--- src/logic/tevg_pkg.sv ---
/*
  Constants, register map, field positions and carrier types of the timer
  software event generation block.
  Assumes a classic Wishbone master with 32-bit data and byte addresses.
*/
// What this block does
// - A one written to bit 6 of the event register sets the trigger flag, and its request follows when enabled.
// - Event bits are set only by a software write and clear themselves once the event is made, so reads give zero.
// - Channels 0 to 3 each have their own capture/compare event bit, at positions 1 to 4.
// - A channel event bit sets that channel's capture/compare flag, with its request when enabled.
// - In input mode a software capture copies the counter into the channel's value register.
// - A software capture in input mode while the channel flag is already set also sets the over-capture flag.
// - A one at bit 0 clears the counter when up or center-aligned counting is chosen.
// - In down counting the software update loads the counter with the auto-reload value.
// - The software update clears the prescaler counter in the same step.
// - A zero written to any event bit does nothing.
// - DMA requests go out only when their enable bit is one, interrupts only when theirs is one.
// - Mode selection 00 makes a channel a compare output, any other value a capture input.
package tevg_pkg;

  // Register byte offsets
  localparam logic [7:0]  OFF_CTL    = 8'h00;
  localparam logic [7:0]  OFF_INTEN  = 8'h0c;
  localparam logic [7:0]  OFF_STAT   = 8'h10;
  localparam logic [7:0]  OFF_SWEVG  = 8'h14;
  localparam logic [7:0]  OFF_CHCTL0 = 8'h18;
  localparam logic [7:0]  OFF_CHCTL1 = 8'h1c;
  localparam logic [7:0]  OFF_CNT    = 8'h24;
  localparam logic [7:0]  OFF_PSC    = 8'h28;
  localparam logic [7:0]  OFF_CAR    = 8'h2c;
  localparam logic [7:0]  OFF_CV0    = 8'h34;
  localparam logic [7:0]  OFF_CLR    = 8'h50;
  localparam logic [7:0]  CV_STRIDE  = 8'h04;

  // Field positions
  localparam int          BIT_UPG    = 0;
  localparam int          BIT_CHAN0_EVENT_GENERATE   = 1;
  localparam int          BIT_TRIGGER_EVENT_GENERATE   = 6;
  localparam int          BIT_OF0    = 9;
  localparam int          BIT_UPDEN  = 8;
  localparam int          BIT_CH0DEN = 9;
  localparam int          BIT_TRIGGER_DMA_ENABLE = 14;
  localparam int          BIT_CEN    = 0;
  localparam int          BIT_DIR    = 4;
  localparam int          BIT_CAM    = 5;
  localparam int          MS_HI_POS  = 8;
  localparam int          NCHAN      = 4;

  // Reset values and masks
  localparam logic [15:0] RST_REG    = 16'h0000;
  localparam logic [15:0] RST_CAR    = 16'hffff;
  localparam logic [15:0] SWEVG_MASK = 16'h005f;
  localparam logic [15:0] ONE16      = 16'h0001;
  localparam logic [1:0]  MS_OUTPUT  = 2'b00;

  // Counting modes held in the control register
  typedef enum logic [1:0] {
    TEVG_EDGE = 2'b00,
    TEVG_CA1  = 2'b01,
    TEVG_CA2  = 2'b10,
    TEVG_CA3  = 2'b11
  } tevg_cam_e;

  // One set of events, one bit per source
  typedef struct packed {
    logic       trg;
    logic [3:0] ch;
    logic       up;
  } tevg_evt_s;

endpackage

--- src/logic/tevg_chan.sv ---
/*
  One capture/compare channel: flag, over-capture flag and value register.
  Assumes the counter and the event strobes come from the same clock.
*/
module tevg_chan (
  input  wire logic        clk,
  input  wire logic        rst_n,
  input  wire logic [1:0]  mode_sel,
  input  wire logic        sw_evt,
  input  wire logic        cmp_hit,
  input  wire logic [15:0] cnt,
  input  wire logic        clr_flag,
  input  wire logic        clr_of,
  input  wire logic        cv_we,
  input  wire logic [15:0] cv_mask,
  input  wire logic [15:0] cv_wdata,
  output logic             evt,
  output logic             flag,
  output logic             ovf,
  output logic [15:0]      cv
);
  logic        is_input;
  logic        capture;
  logic        flag_q;
  logic        flag_d;
  logic        ovf_q;
  logic        ovf_d;
  logic [15:0] cv_q;
  logic [15:0] cv_d;

  // Channel event, flags set win over clears, capture wins over writes
  always_comb
  begin
    is_input = (mode_sel != tevg_pkg::MS_OUTPUT);
    capture  = sw_evt && is_input;
    evt      = sw_evt || (cmp_hit && !is_input);
    flag_d   = evt || (flag_q && !clr_flag);
    ovf_d    = (capture && flag_q) || (ovf_q && !clr_of);
    cv_d     = cv_q;
    if (capture)
      cv_d = cnt;
    else if (cv_we)
      cv_d = (cv_q & ~cv_mask) | (cv_wdata & cv_mask);
  end

  // Channel state registers
  always_ff @(posedge clk or negedge rst_n)
  begin
    if (!rst_n)
    begin
      flag_q <= 1'b0;
      ovf_q  <= 1'b0;
      cv_q   <= tevg_pkg::RST_REG;
    end
    else
    begin
      flag_q <= flag_d;
      ovf_q  <= ovf_d;
      cv_q   <= cv_d;
    end
  end

  assign flag = flag_q;
  assign ovf  = ovf_q;
  assign cv   = cv_q;

  a_chan_capture: assert property (@(posedge clk) disable iff (!rst_n)
    sw_evt && (mode_sel != tevg_pkg::MS_OUTPUT) |=> cv_q == $past(cnt))
    else $error("software capture did not copy the counter");

  a_chan_overcap: assert property (@(posedge clk) disable iff (!rst_n)
    sw_evt && (mode_sel != tevg_pkg::MS_OUTPUT) && flag_q |=> ovf_q)
    else $error("over-capture flag not set");

  a_chan_outmode: assert property (@(posedge clk) disable iff (!rst_n)
    sw_evt && (mode_sel == tevg_pkg::MS_OUTPUT) && !cv_we |=> $stable(cv_q) && flag_q)
    else $error("compare channel captured or missed its flag");

  c_chan_overcap: cover property (@(posedge clk) disable iff (!rst_n)
    sw_evt && (mode_sel != tevg_pkg::MS_OUTPUT) && flag_q);

endmodule // tevg_chan

--- src/logic/tevg_presc.sv ---
/*
  Prescaler divider: a one-cycle counting enable every psc+1 clocks.
  Assumes the same clock and reset as the timer top.
*/
module tevg_presc (
  input  wire logic        clk,
  input  wire logic        rst_n,
  input  wire logic [15:0] psc,
  input  wire logic        run,
  input  wire logic        clr,
  output logic             tick
);
  logic [15:0] div_q;
  logic [15:0] div_d;

  // Next divider value, clear wins over counting
  always_comb
  begin
    div_d = div_q;
    if (clr)
      div_d = tevg_pkg::RST_REG;
    else if (run)
      div_d = (div_q == psc) ? tevg_pkg::RST_REG : div_q + tevg_pkg::ONE16;
  end

  // Divider register
  always_ff @(posedge clk or negedge rst_n)
  begin
    if (!rst_n)
      div_q <= tevg_pkg::RST_REG;
    else
      div_q <= div_d;
  end

  assign tick = run && !clr && (div_q == psc);

  // A divide by one may tick right after the clear
  a_presc_clear: assert property (@(posedge clk) disable iff (!rst_n)
    clr |=> (div_q == tevg_pkg::RST_REG) && (!tick || (psc == tevg_pkg::RST_REG)))
    else $error("prescaler not cleared by update");

endmodule // tevg_presc

--- src/logic/tevg_top.sv ---
/*
  Timer with software event generation, reached over classic Wishbone.
  Holds the counter, control, enable, status, clear and event registers.
  Assumes a single 250 MHz clock and an asynchronous active-low reset.
*/
module tevg_top (
  input  wire logic        REF_CLK,
  input  wire logic        RST_N,
  input  wire logic        WB_CYC_I,
  input  wire logic        WB_STB_I,
  input  wire logic        WB_WE_I,
  input  wire logic [7:0]  WB_ADR_I,
  input  wire logic [3:0]  WB_SEL_I,
  input  wire logic [31:0] WB_DAT_I,
  output logic [31:0]      WB_DAT_O,
  output logic             WB_ACK_O,
  output logic             IRQ,
  output logic             DMA_UP,
  output logic [3:0]       DMA_CH,
  output logic             DMA_TRG
);
  localparam int N = tevg_pkg::NCHAN;

  logic                 req;
  logic                 wr;
  logic [15:0]          wmask;
  logic [15:0]          wdata;
  logic [15:0]          clr_w;
  logic                 ack_q;
  logic                 ack_d;
  logic [31:0]          rdat_q;
  logic [31:0]          rdat_d;
  logic [15:0]          ctl_q;
  logic [15:0]          ctl_d;
  logic [15:0]          inten_q;
  logic [15:0]          inten_d;
  logic [15:0]          chctl0_q;
  logic [15:0]          chctl0_d;
  logic [15:0]          chctl1_q;
  logic [15:0]          chctl1_d;
  logic [15:0]          psc_q;
  logic [15:0]          psc_d;
  logic [15:0]          car_q;
  logic [15:0]          car_d;
  logic [15:0]          cnt_q;
  logic [15:0]          cnt_d;
  logic [15:0]          swevg_q;
  logic [15:0]          swevg_d;
  logic                 trg_flag_q;
  logic                 trg_flag_d;
  logic                 up_flag_q;
  logic                 up_flag_d;
  logic                 irq_q;
  logic                 irq_d;
  logic [5:0]           dma_q;
  logic [5:0]           dma_d;
  logic                 tick;
  logic                 running;
  logic                 down;
  logic                 hw_up;
  logic [15:0]          status;
  tevg_pkg::tevg_evt_s  sw;
  tevg_pkg::tevg_evt_s  evt;
  logic [N-1:0]         ch_evt;
  logic [N-1:0]         ch_flag;
  logic [N-1:0]         ch_ovf;
  logic [N-1:0]         cmp_hit;
  logic [N-1:0]         cv_we;
  logic [1:0]           mode [N];
  logic [15:0]          cv   [N];

  // Bus request decode and byte-lane merge
  always_comb
  begin
    req   = WB_CYC_I && WB_STB_I && !ack_q;
    wr    = req && WB_WE_I;
    wmask = {{8{WB_SEL_I[1]}}, {8{WB_SEL_I[0]}}};
    wdata = WB_DAT_I[15:0];
    clr_w = (wr && WB_ADR_I == tevg_pkg::OFF_CLR) ? (wdata & wmask) : tevg_pkg::RST_REG;
  end

  // Software events are taken from the self-clearing event register
  always_comb
  begin
    sw.up  = swevg_q[tevg_pkg::BIT_UPG];
    sw.ch  = swevg_q[tevg_pkg::BIT_CHAN0_EVENT_GENERATE +: N];
    sw.trg = swevg_q[tevg_pkg::BIT_TRIGGER_EVENT_GENERATE];
    // Reserved event bits are masked off, whatever software writes
    swevg_d = tevg_pkg::RST_REG;
    if (wr && WB_ADR_I == tevg_pkg::OFF_SWEVG)
      swevg_d = wdata & wmask & tevg_pkg::SWEVG_MASK;
  end

  // Channel mode fields and compare matches
  always_comb
  begin
    mode[0] = chctl0_q[1:0];
    mode[1] = chctl0_q[tevg_pkg::MS_HI_POS +: 2];
    mode[2] = chctl1_q[1:0];
    mode[3] = chctl1_q[tevg_pkg::MS_HI_POS +: 2];
    for (int i = 0; i < N; i++)
    begin
      cmp_hit[i] = tick && (cnt_q == cv[i]);
      cv_we[i]   = wr && (WB_ADR_I == tevg_pkg::OFF_CV0 + 8'(i) * tevg_pkg::CV_STRIDE);
    end
  end

  // Prescaler divider, cleared by the software update
  tevg_presc u_presc (
    .clk   (REF_CLK),
    .rst_n (RST_N),
    .psc   (psc_q),
    .run   (running),
    .clr   (sw.up),
    .tick  (tick)
  );

  // Four capture/compare channels
  for (genvar g = 0; g < N; g++)
  begin : g_chan
    tevg_chan u_chan (
      .clk      (REF_CLK),
      .rst_n    (RST_N),
      .mode_sel (mode[g]),
      .sw_evt   (sw.ch[g]),
      .cmp_hit  (cmp_hit[g]),
      .cnt      (cnt_q),
      .clr_flag (clr_w[tevg_pkg::BIT_CHAN0_EVENT_GENERATE + g]),
      .clr_of   (clr_w[tevg_pkg::BIT_OF0 + g]),
      .cv_we    (cv_we[g]),
      .cv_mask  (wmask),
      .cv_wdata (wdata),
      .evt      (ch_evt[g]),
      .flag     (ch_flag[g]),
      .ovf      (ch_ovf[g]),
      .cv       (cv[g])
    );
  end

  // Counter next value, software update has the last word
  always_comb
  begin
    running = ctl_q[tevg_pkg::BIT_CEN];
    down    = ctl_q[tevg_pkg::BIT_DIR] &&
              (tevg_pkg::tevg_cam_e'(ctl_q[tevg_pkg::BIT_CAM +: 2]) == tevg_pkg::TEVG_EDGE);
    hw_up   = 1'b0;
    cnt_d   = cnt_q;
    if (wr && WB_ADR_I == tevg_pkg::OFF_CNT)
      cnt_d = (cnt_q & ~wmask) | (wdata & wmask);
    else if (tick)
    begin
      if (down)
      begin
        hw_up = (cnt_q == tevg_pkg::RST_REG);
        cnt_d = hw_up ? car_q : cnt_q - tevg_pkg::ONE16;
      end
      else
      begin
        hw_up = (cnt_q == car_q);
        cnt_d = hw_up ? tevg_pkg::RST_REG : cnt_q + tevg_pkg::ONE16;
      end
    end
    if (sw.up)
      cnt_d = down ? car_q : tevg_pkg::RST_REG;
  end

  // All events of one write act in the same cycle
  always_comb
  begin
    evt.up     = sw.up || hw_up;
    evt.ch     = ch_evt;
    evt.trg    = sw.trg;
    up_flag_d  = evt.up || (up_flag_q && !clr_w[tevg_pkg::BIT_UPG]);
    trg_flag_d = evt.trg || (trg_flag_q && !clr_w[tevg_pkg::BIT_TRIGGER_EVENT_GENERATE]);
    status     = tevg_pkg::RST_REG;
    status[tevg_pkg::BIT_UPG]          = up_flag_q;
    status[tevg_pkg::BIT_CHAN0_EVENT_GENERATE +: N]    = ch_flag;
    status[tevg_pkg::BIT_TRIGGER_EVENT_GENERATE]         = trg_flag_q;
    status[tevg_pkg::BIT_OF0 +: N]     = ch_ovf;
  end

  // Interrupt level and DMA request pulses, each gated by its enable
  always_comb
  begin
    irq_d = |(status[tevg_pkg::BIT_TRIGGER_EVENT_GENERATE:0] & inten_q[tevg_pkg::BIT_TRIGGER_EVENT_GENERATE:0]);
    dma_d = {evt.trg && inten_q[tevg_pkg::BIT_TRIGGER_DMA_ENABLE],
             evt.ch & inten_q[tevg_pkg::BIT_CH0DEN +: N],
             evt.up && inten_q[tevg_pkg::BIT_UPDEN]};
  end

  // Register writes and read mux, unmapped reads return zero
  always_comb
  begin
    ctl_d    = ctl_q;
    inten_d  = inten_q;
    chctl0_d = chctl0_q;
    chctl1_d = chctl1_q;
    psc_d    = psc_q;
    car_d    = car_q;
    ack_d    = req;
    rdat_d   = 32'h0000_0000;
    if (wr)
    begin
      case (WB_ADR_I)
        tevg_pkg::OFF_CTL:    ctl_d    = (ctl_q & ~wmask) | (wdata & wmask);
        tevg_pkg::OFF_INTEN:  inten_d  = (inten_q & ~wmask) | (wdata & wmask);
        tevg_pkg::OFF_CHCTL0: chctl0_d = (chctl0_q & ~wmask) | (wdata & wmask);
        tevg_pkg::OFF_CHCTL1: chctl1_d = (chctl1_q & ~wmask) | (wdata & wmask);
        tevg_pkg::OFF_PSC:    psc_d    = (psc_q & ~wmask) | (wdata & wmask);
        tevg_pkg::OFF_CAR:    car_d    = (car_q & ~wmask) | (wdata & wmask);
        default:              ctl_d    = ctl_q;
      endcase
    end
    if (req && !WB_WE_I)
    begin
      case (WB_ADR_I)
        tevg_pkg::OFF_CTL:    rdat_d[15:0] = ctl_q;
        tevg_pkg::OFF_INTEN:  rdat_d[15:0] = inten_q;
        tevg_pkg::OFF_STAT:   rdat_d[15:0] = status;
        tevg_pkg::OFF_SWEVG:  rdat_d[15:0] = swevg_q;
        tevg_pkg::OFF_CHCTL0: rdat_d[15:0] = chctl0_q;
        tevg_pkg::OFF_CHCTL1: rdat_d[15:0] = chctl1_q;
        tevg_pkg::OFF_CNT:    rdat_d[15:0] = cnt_q;
        tevg_pkg::OFF_PSC:    rdat_d[15:0] = psc_q;
        tevg_pkg::OFF_CAR:    rdat_d[15:0] = car_q;
        default:
        begin
          for (int i = 0; i < N; i++)
            if (WB_ADR_I == tevg_pkg::OFF_CV0 + 8'(i) * tevg_pkg::CV_STRIDE)
              rdat_d[15:0] = cv[i];
        end
      endcase
    end
  end

  // State registers
  always_ff @(posedge REF_CLK or negedge RST_N)
  begin
    if (!RST_N)
    begin
      ack_q      <= 1'b0;
      rdat_q     <= 32'h0000_0000;
      ctl_q      <= tevg_pkg::RST_REG;
      inten_q    <= tevg_pkg::RST_REG;
      chctl0_q   <= tevg_pkg::RST_REG;
      chctl1_q   <= tevg_pkg::RST_REG;
      psc_q      <= tevg_pkg::RST_REG;
      car_q      <= tevg_pkg::RST_CAR;
      cnt_q      <= tevg_pkg::RST_REG;
      swevg_q    <= tevg_pkg::RST_REG;
      trg_flag_q <= 1'b0;
      up_flag_q  <= 1'b0;
      irq_q      <= 1'b0;
      dma_q      <= 6'h00;
    end
    else
    begin
      ack_q      <= ack_d;
      rdat_q     <= rdat_d;
      ctl_q      <= ctl_d;
      inten_q    <= inten_d;
      chctl0_q   <= chctl0_d;
      chctl1_q   <= chctl1_d;
      psc_q      <= psc_d;
      car_q      <= car_d;
      cnt_q      <= cnt_d;
      swevg_q    <= swevg_d;
      trg_flag_q <= trg_flag_d;
      up_flag_q  <= up_flag_d;
      irq_q      <= irq_d;
      dma_q      <= dma_d;
    end
  end

  // Outputs
  assign WB_ACK_O = ack_q;
  assign WB_DAT_O = rdat_q;
  assign IRQ      = irq_q;
  assign DMA_UP   = dma_q[0];
  assign DMA_CH   = dma_q[4:1];
  assign DMA_TRG  = dma_q[5];

  a_trg_flag_set: assert property (@(posedge REF_CLK) disable iff (!RST_N)
    swevg_q[tevg_pkg::BIT_TRIGGER_EVENT_GENERATE] |=> trg_flag_q)
    else $error("trigger event did not set the trigger flag");

  a_evt_selfclear: assert property (@(posedge REF_CLK) disable iff (!RST_N)
    (swevg_q != tevg_pkg::RST_REG) |-> $past(wr && WB_ADR_I == tevg_pkg::OFF_SWEVG))
    else $error("event bit held without a fresh write");

  a_up_clear: assert property (@(posedge REF_CLK) disable iff (!RST_N)
    swevg_q[tevg_pkg::BIT_UPG] && !down |=> cnt_q == tevg_pkg::RST_REG)
    else $error("software update did not clear the counter");

  a_up_reload: assert property (@(posedge REF_CLK) disable iff (!RST_N)
    swevg_q[tevg_pkg::BIT_UPG] && down |=> cnt_q == $past(car_q))
    else $error("software update did not load the reload value");

  a_zero_noevt: assert property (@(posedge REF_CLK) disable iff (!RST_N)
    wr && WB_ADR_I == tevg_pkg::OFF_SWEVG && !wdata[tevg_pkg::BIT_TRIGGER_EVENT_GENERATE] |=>
      !swevg_q[tevg_pkg::BIT_TRIGGER_EVENT_GENERATE] ##1 (!trg_flag_q || $past(trg_flag_q, 2)))
    else $error("zero write produced a trigger event");

  a_dma_gate: assert property (@(posedge REF_CLK) disable iff (!RST_N)
    (DMA_TRG |-> $past(inten_q[tevg_pkg::BIT_TRIGGER_DMA_ENABLE])) and
    (DMA_CH[0] |-> $past(inten_q[tevg_pkg::BIT_CH0DEN])))
    else $error("DMA request without its enable");

  a_irq_gate: assert property (@(posedge REF_CLK) disable iff (!RST_N)
    IRQ |-> $past(|(status[tevg_pkg::BIT_TRIGGER_EVENT_GENERATE:0] & inten_q[tevg_pkg::BIT_TRIGGER_EVENT_GENERATE:0])))
    else $error("interrupt without an enabled flag");

  a_all_together: assert property (@(posedge REF_CLK) disable iff (!RST_N)
    swevg_q[tevg_pkg::BIT_TRIGGER_EVENT_GENERATE] && swevg_q[tevg_pkg::BIT_CHAN0_EVENT_GENERATE] |=> trg_flag_q && ch_flag[0])
    else $error("events of one write not made together");

  a_chan_flags: assert property (@(posedge REF_CLK) disable iff (!RST_N)
    swevg_q[tevg_pkg::BIT_CHAN0_EVENT_GENERATE + N - 1] |=> ch_flag[N-1])
    else $error("channel 3 event did not set its flag");

  c_trg_evt:  cover property (@(posedge REF_CLK) disable iff (!RST_N) swevg_q[6] && inten_q[6]);
  c_up_down:  cover property (@(posedge REF_CLK) disable iff (!RST_N) swevg_q[0] && down);
  c_multi:    cover property (@(posedge REF_CLK) disable iff (!RST_N) swevg_q == 16'h005f);
  c_overcap:  cover property (@(posedge REF_CLK) disable iff (!RST_N) $rose(ch_ovf[0]));

endmodule // tevg_top

--- config.mk ---
export PLATFORM = sky130hd
export DESIGN_NAME = tevg_top
export DESIGN_NICKNAME = d
export VERILOG_FILES = /design/src/logic/tevg_pkg.sv /design/src/logic/tevg_chan.sv /design/src/logic/tevg_presc.sv /design/src/logic/tevg_top.sv
export SDC_FILE = /design/constraint.sdc
export NUM_CORES = 1
export LEC_CHECK = 0
export ABC_AREA = 1
export BUFFER_PORTS_ARGS = -buffer_cell sky130_fd_sc_hd__buf_2
export CAP_MARGIN = 25
export CORE_MARGIN = 1.5
export CORE_UTILIZATION = 56
export DETAILED_ROUTE_END_ITERATION = 8
export PLACE_DENSITY_LB_ADDON = 0.1
export SYNTH_ARGS = -nofsm -noshare
export SYNTH_HDL_FRONTEND = slang
export SYNTH_SLANG_ARGS = --single-unit
--- constraint.sdc ---
create_clock -name REF_CLK -period 2.1 [get_ports REF_CLK]
set_input_delay 0.63 -clock REF_CLK [delete_from_list [all_inputs] [get_ports REF_CLK]]
set_output_delay 0.63 -clock REF_CLK [all_outputs]
set_load 0.03 [all_outputs]
Yosys cells after proc, flatten, opt, wreduce, memory -nomap -nowiden
Cells that the tools add are included.
{"block": "totals", "regBits": 242, "in_bits": 49, "out_inout_bits": 40}
{"block": "op_classes", "add_sub_neg": 3, "n_eq_ne": 19, "mux": 29, "n_bitwise": 26, "reduce_logical": 94}
{"op": "$mux W16", "n": 23}
{"op": "$and A16 B16 Y16", "n": 12}
{"op": "$or A16 B16 Y16", "n": 11}
{"op": "$pmux W16 S9", "n": 1}
{"op": "$eq A16 B16 Y1", "n": 6}
{"op": "$eq A8 B6 Y1 const B", "n": 6}
{"op": "$logic_and A1 B1 Y1", "n": 42}
{"op": "$add A16 B1 Y16 const B", "n": 2}
{"op": "$eq A8 B5 Y1 const B", "n": 4}
{"op": "$reduce_bool A2 Y1", "n": 9}
{"op": "$logic_not A1 Y1", "n": 17}
{"op": "$eq A8 B7 Y1 const B", "n": 2}
{"op": "$logic_not A16 Y1", "n": 1}
{"op": "$not A16 Y16", "n": 1}
{"op": "$sub A16 B1 Y16 const B", "n": 1}
{"op": "$logic_or A1 B1 Y1", "n": 15}
{"op": "$mux W13", "n": 1}
{"op": "$reduce_and A2 Y1", "n": 6}
{"op": "$eq A8 B4 Y1 const B", "n": 1}
{"op": "$logic_not A8 Y1", "n": 1}
{"op": "$and A7 B7 Y7", "n": 1}
{"op": "$mux W7", "n": 1}
{"op": "$reduce_or A7 Y1", "n": 1}
{"op": "$and A4 B4 Y4", "n": 1}
{"op": "3 further kinds", "n": 5}

Depth between registers and ports, before layout
{"block": "depth", "ltp_word": 8, "mapped_depth": 14, "ltp_nobuf": 13}

Modules after synthesis
A second synthesis with hierarchy kept.
{"block": "hier_totals", "hier_cells": 2249, "area_unflattened_um2": 15481.1}
{"mod": "tevg_top", "n_inst": 1, "cells_per_inst": 1423, "area_each_um2": 9718.1}
{"mod": "tevg_chan", "n_inst": 4, "cells_per_inst": 148, "area_each_um2": 1091.0}
{"mod": "tevg_presc", "n_inst": 1, "cells_per_inst": 234, "area_each_um2": 1398.8}

Least setup slack after synthesis
OpenSTA, ideal clock, no wires.
{"block": "synth_path", "path_type": "reg-to-reg", "from": "reg with a tool-made name", "to": "reg with a tool-made name", "setup_ps": 122, "arrival_time_ps": 1849, "required_time_ps": 1978, "slack_ps": 129, "stages_incl_launch_ff": 13, "n_path_buf": 1, "path_cell_list": "dfrtp_1 -> inv_1 -> clkbuf_1 -> ha_1 -> nand2_1 -> nor2_1 -> nand2_2 -> nand2_2 -> nand2_1 -> a21oi_1 -> nand2_1 -> nand2_1 -> a21oi_1"}

==> qor.yml <==
run_status:
  status: "finished, final reports clean"
placed_design:
  placed_cell_area_um2: 16600
  io_buffer_count: 54
  place.gp.congestion: 1.05
  hpwl_um: 42800
yosys:
  async_flop_share_pct: 100
  syn_inst: 2029
  yosysWarnings: 0
  synth_top_family_by_area: "simple AND/OR/NAND/NOR gates"
  muxShareOfSynthArea_pct: 0
  syn-cell-area_um2: 14300
  synth-xor-area-share_pct: 2.63
  synth_compound_area_share_pct: 17.9
  avgSynthCellArea_um2: 7.05
  synth_enable_flop_cells: 0
  synth_flop_cell: "dfrtp_1"
  yosys.area_share.simple_pct: 28.7
  synth_cell_type_count: 42
  synth_fa_ha_area_share_pct: 0.350
  synth_seq_cells: 232
  seq_area_frac_synth_pct: 40.7
floorplanning:
  rows: 58
  start_util_pct: 57.0
  die_h_um: 163
  ios: 89
  die_area_um2: 26500
  design.core.area_um2: 25100
  die_w_um: 163
layout:
  post-route-util_pct: 70.0
  syn_to_final_growth_pct: 22.9
  layout.nets: 2316
  fin_area_um2: 17600
  num_antenna_cells: 0
  drive_gt1_share_pct: 18.9
setup_path:
  worstSetupEndpointType: "flip-flop"
  criticalPathCategory: "flip-flop to flip-flop"
  required_ns: 2.57
  path_max_fanout: 9
  timing.rr.end: "dma_q[4]"
  crit_path_start_kind: "flip-flop"
  cp_data_arrival_time_ns: 2.57
  r2r_cells: 9
  r2r_slack_ns: 0.002
  crit_end: "dma_q[4]"
route:
  postRouteAntennaNets: 0
  drc: 0
  via_per_inst: 5.93
  wl_per_cell_um: 21.4
  routed_wl_um: 55800
  vias: 15500
  drt_iter0_markers: 2004
  drt_first_pass_iters: 8
worst_hold_path:
  hold_depth: 3
  hp-class: "input port to flip-flop"
timing:
  hold_violations: 0
  fmax_mhz: 477
  worst_pin_slew_ns: 0.768
  finalCriticalPeriod_ns: 2.10
  relSlewSlack_pct: 48.6
  drv_slew: 0
  setup_violations: 0
  fin_skew_ns: 0.0108
  post-route-period-util_pct: 99.9
global_routing:
  antenna_found_initial: 0
  grt_max_degree: 56
  grt_pass1_vias: 14800
  grt_remaining_overflow: 0
  grt_pass1_wl_um: 85000
  grt_usage_pct: 42.9
clock_network:
  cts_buffer_depth: 3
  worstSkewPairLatency_ns: 0.57
  numClockSinks: 232
  htreeDepth: 1
  cts.clk_slew.worst_paths_ns: 0.07
  cts_root_buf: "clkbuf_16"
  cts_buffers: 27
  cts_tree: "done"
power_and_ir_drop:
  power_density_nw_per_um2: 709
  leakagePower_nw: 8.52
  power_w: 0.0125
  ir_drop_v: 0.000683
job:
  drv_cap: 0
==> cell usage in the layout (no fill, tap or decap), types with 15 or more instances in the layout <==
cell and count:
clkbuf_16 27, buf_4 217, nand4_1 16, buf_2 53
inv_1 217, o21ai_0 220, nor2_2 16, o211ai_1 46
nand3_1 113, o22ai_1 46, a21oi_1 70, dfstp_2 16
buf_12 19, o21ai_1 15, nand2_1 576, xor2_1 37
nor3_1 32, nor2_1 186, conb_1 16, dfrtp_1 211
==> critical path, cell delays in order, from the launching register on <==
cell and delay, ns:
dfrtp_1 0.44, buf_12 0.17, xnor2_1 0.18, buf_4 0.19, nand4_1 0.12, nor3_2 0.21
nand3_1 0.24, nor2_1 0.17, nor2_1 0.08, nor2_1 0.19
==> where the power goes <==
group / switching (W) / internal [W] / total (W)
registers: 0.000124 / 0.00455 / 0.00468
clock network: 0.00201 / 0.00292 / 0.00494
logic: 0.00186 / 0.000989 / 0.00285
==> per-stage QoR <==
| stage | std cells | setup WS, ns | hold slack, ns | TNS (ns) |
|---|---|---|---|---|
| global route | 2612 | -0.0341 | 0.460 | -0.0391 |
| floorplan | 2044 | 0.129 | 0.334 | 0 |
| CTS | 2611 | 0.0367 | 0.400 | 0 |
| detailed placement | 2562 | -0.249 | 0.476 | -11.58 |
| global placement | 2562 | -0.192 | 0.468 | -6.08 |
| finish | 2612 | 0.00184 | 0.403 | 0 |
==> synthesized netlist by cell type, types with 9 or more instances <==
cell type    n  area share, %
o211ai_1    46            2.4
nand3_1    113            4.0
dfrtp_1    216             38
clkbuf_1    51            1.3
nor3_1      33            1.2
a21oi_1     70            2.4
nand2_1    578             15
o21ai_0    220            7.7
dfstp_2     16            2.9
nor2_1     196            5.1
o22ai_1     46            2.0
inv_1      219            5.7
o221ai_1    13           0.80
inv_2       12           0.31
buf_4       17           0.89
xor2_1      37            2.3
nand4_1     16           0.70
a31oi_1      9           0.39
o21ai_1     17           0.59
buf_2       27           0.94
==> timing repair <==
item                                   in CTS  in global routing
resized for setup                           1                 26
pin swaps                                   0                  3
hold buffers                                1                  0
endpoints found under the hold margin      23                  0
buffers inserted                            0                  1
gates cloned                                0                  0
setup endpoints to repair                   1                 19
==> layer usage <==
metal  up-vias  part of all wire (%)  track usage (%)
li1       7072                     -                -
met1      7201                    37             54.5
met2       979                    45             67.4
met3       245                    11             9.14
met4         0                   7.0             25.5
met5         -                     0                0
==> layout make-up <==
class                      instances  area, um2
fill                            2128       7530
multi-input combinational       1474       7210
sequential                       232       5830
timing repair buffer             293       2320
inverter                         235        890
clock buffer                      33        718
tap                              330        413
clock inverter                    15        193
==> worst min path at each step <==
stage | slack [ns] | from | end
after floorplan | 0.33 | RST_N | IRQ
after global placement | 0.47 | flip-flop | flip-flop
after detailed placement | 0.48 | flip-flop | flip-flop
after CTS | 0.40 | WB_STB_I | WB_ACK_O
after global routing | 0.46 | WB_DAT_I[15] | flip-flop
final | 0.40 | WB_STB_I | WB_ACK_O
==> logic make-up (layout without fill, tap and decap cells) <==
kind of cell,Yosys count,count (layout)
AOI/OAI and AO/OA,436,436
xor gates and xnor gates,43,43
adders and majority gates,4,4
buffers and inverters,338,576
DFF,232,232
other,1,16
and+or+nand+nor,975,975
(Power assumes the default switching activity.)
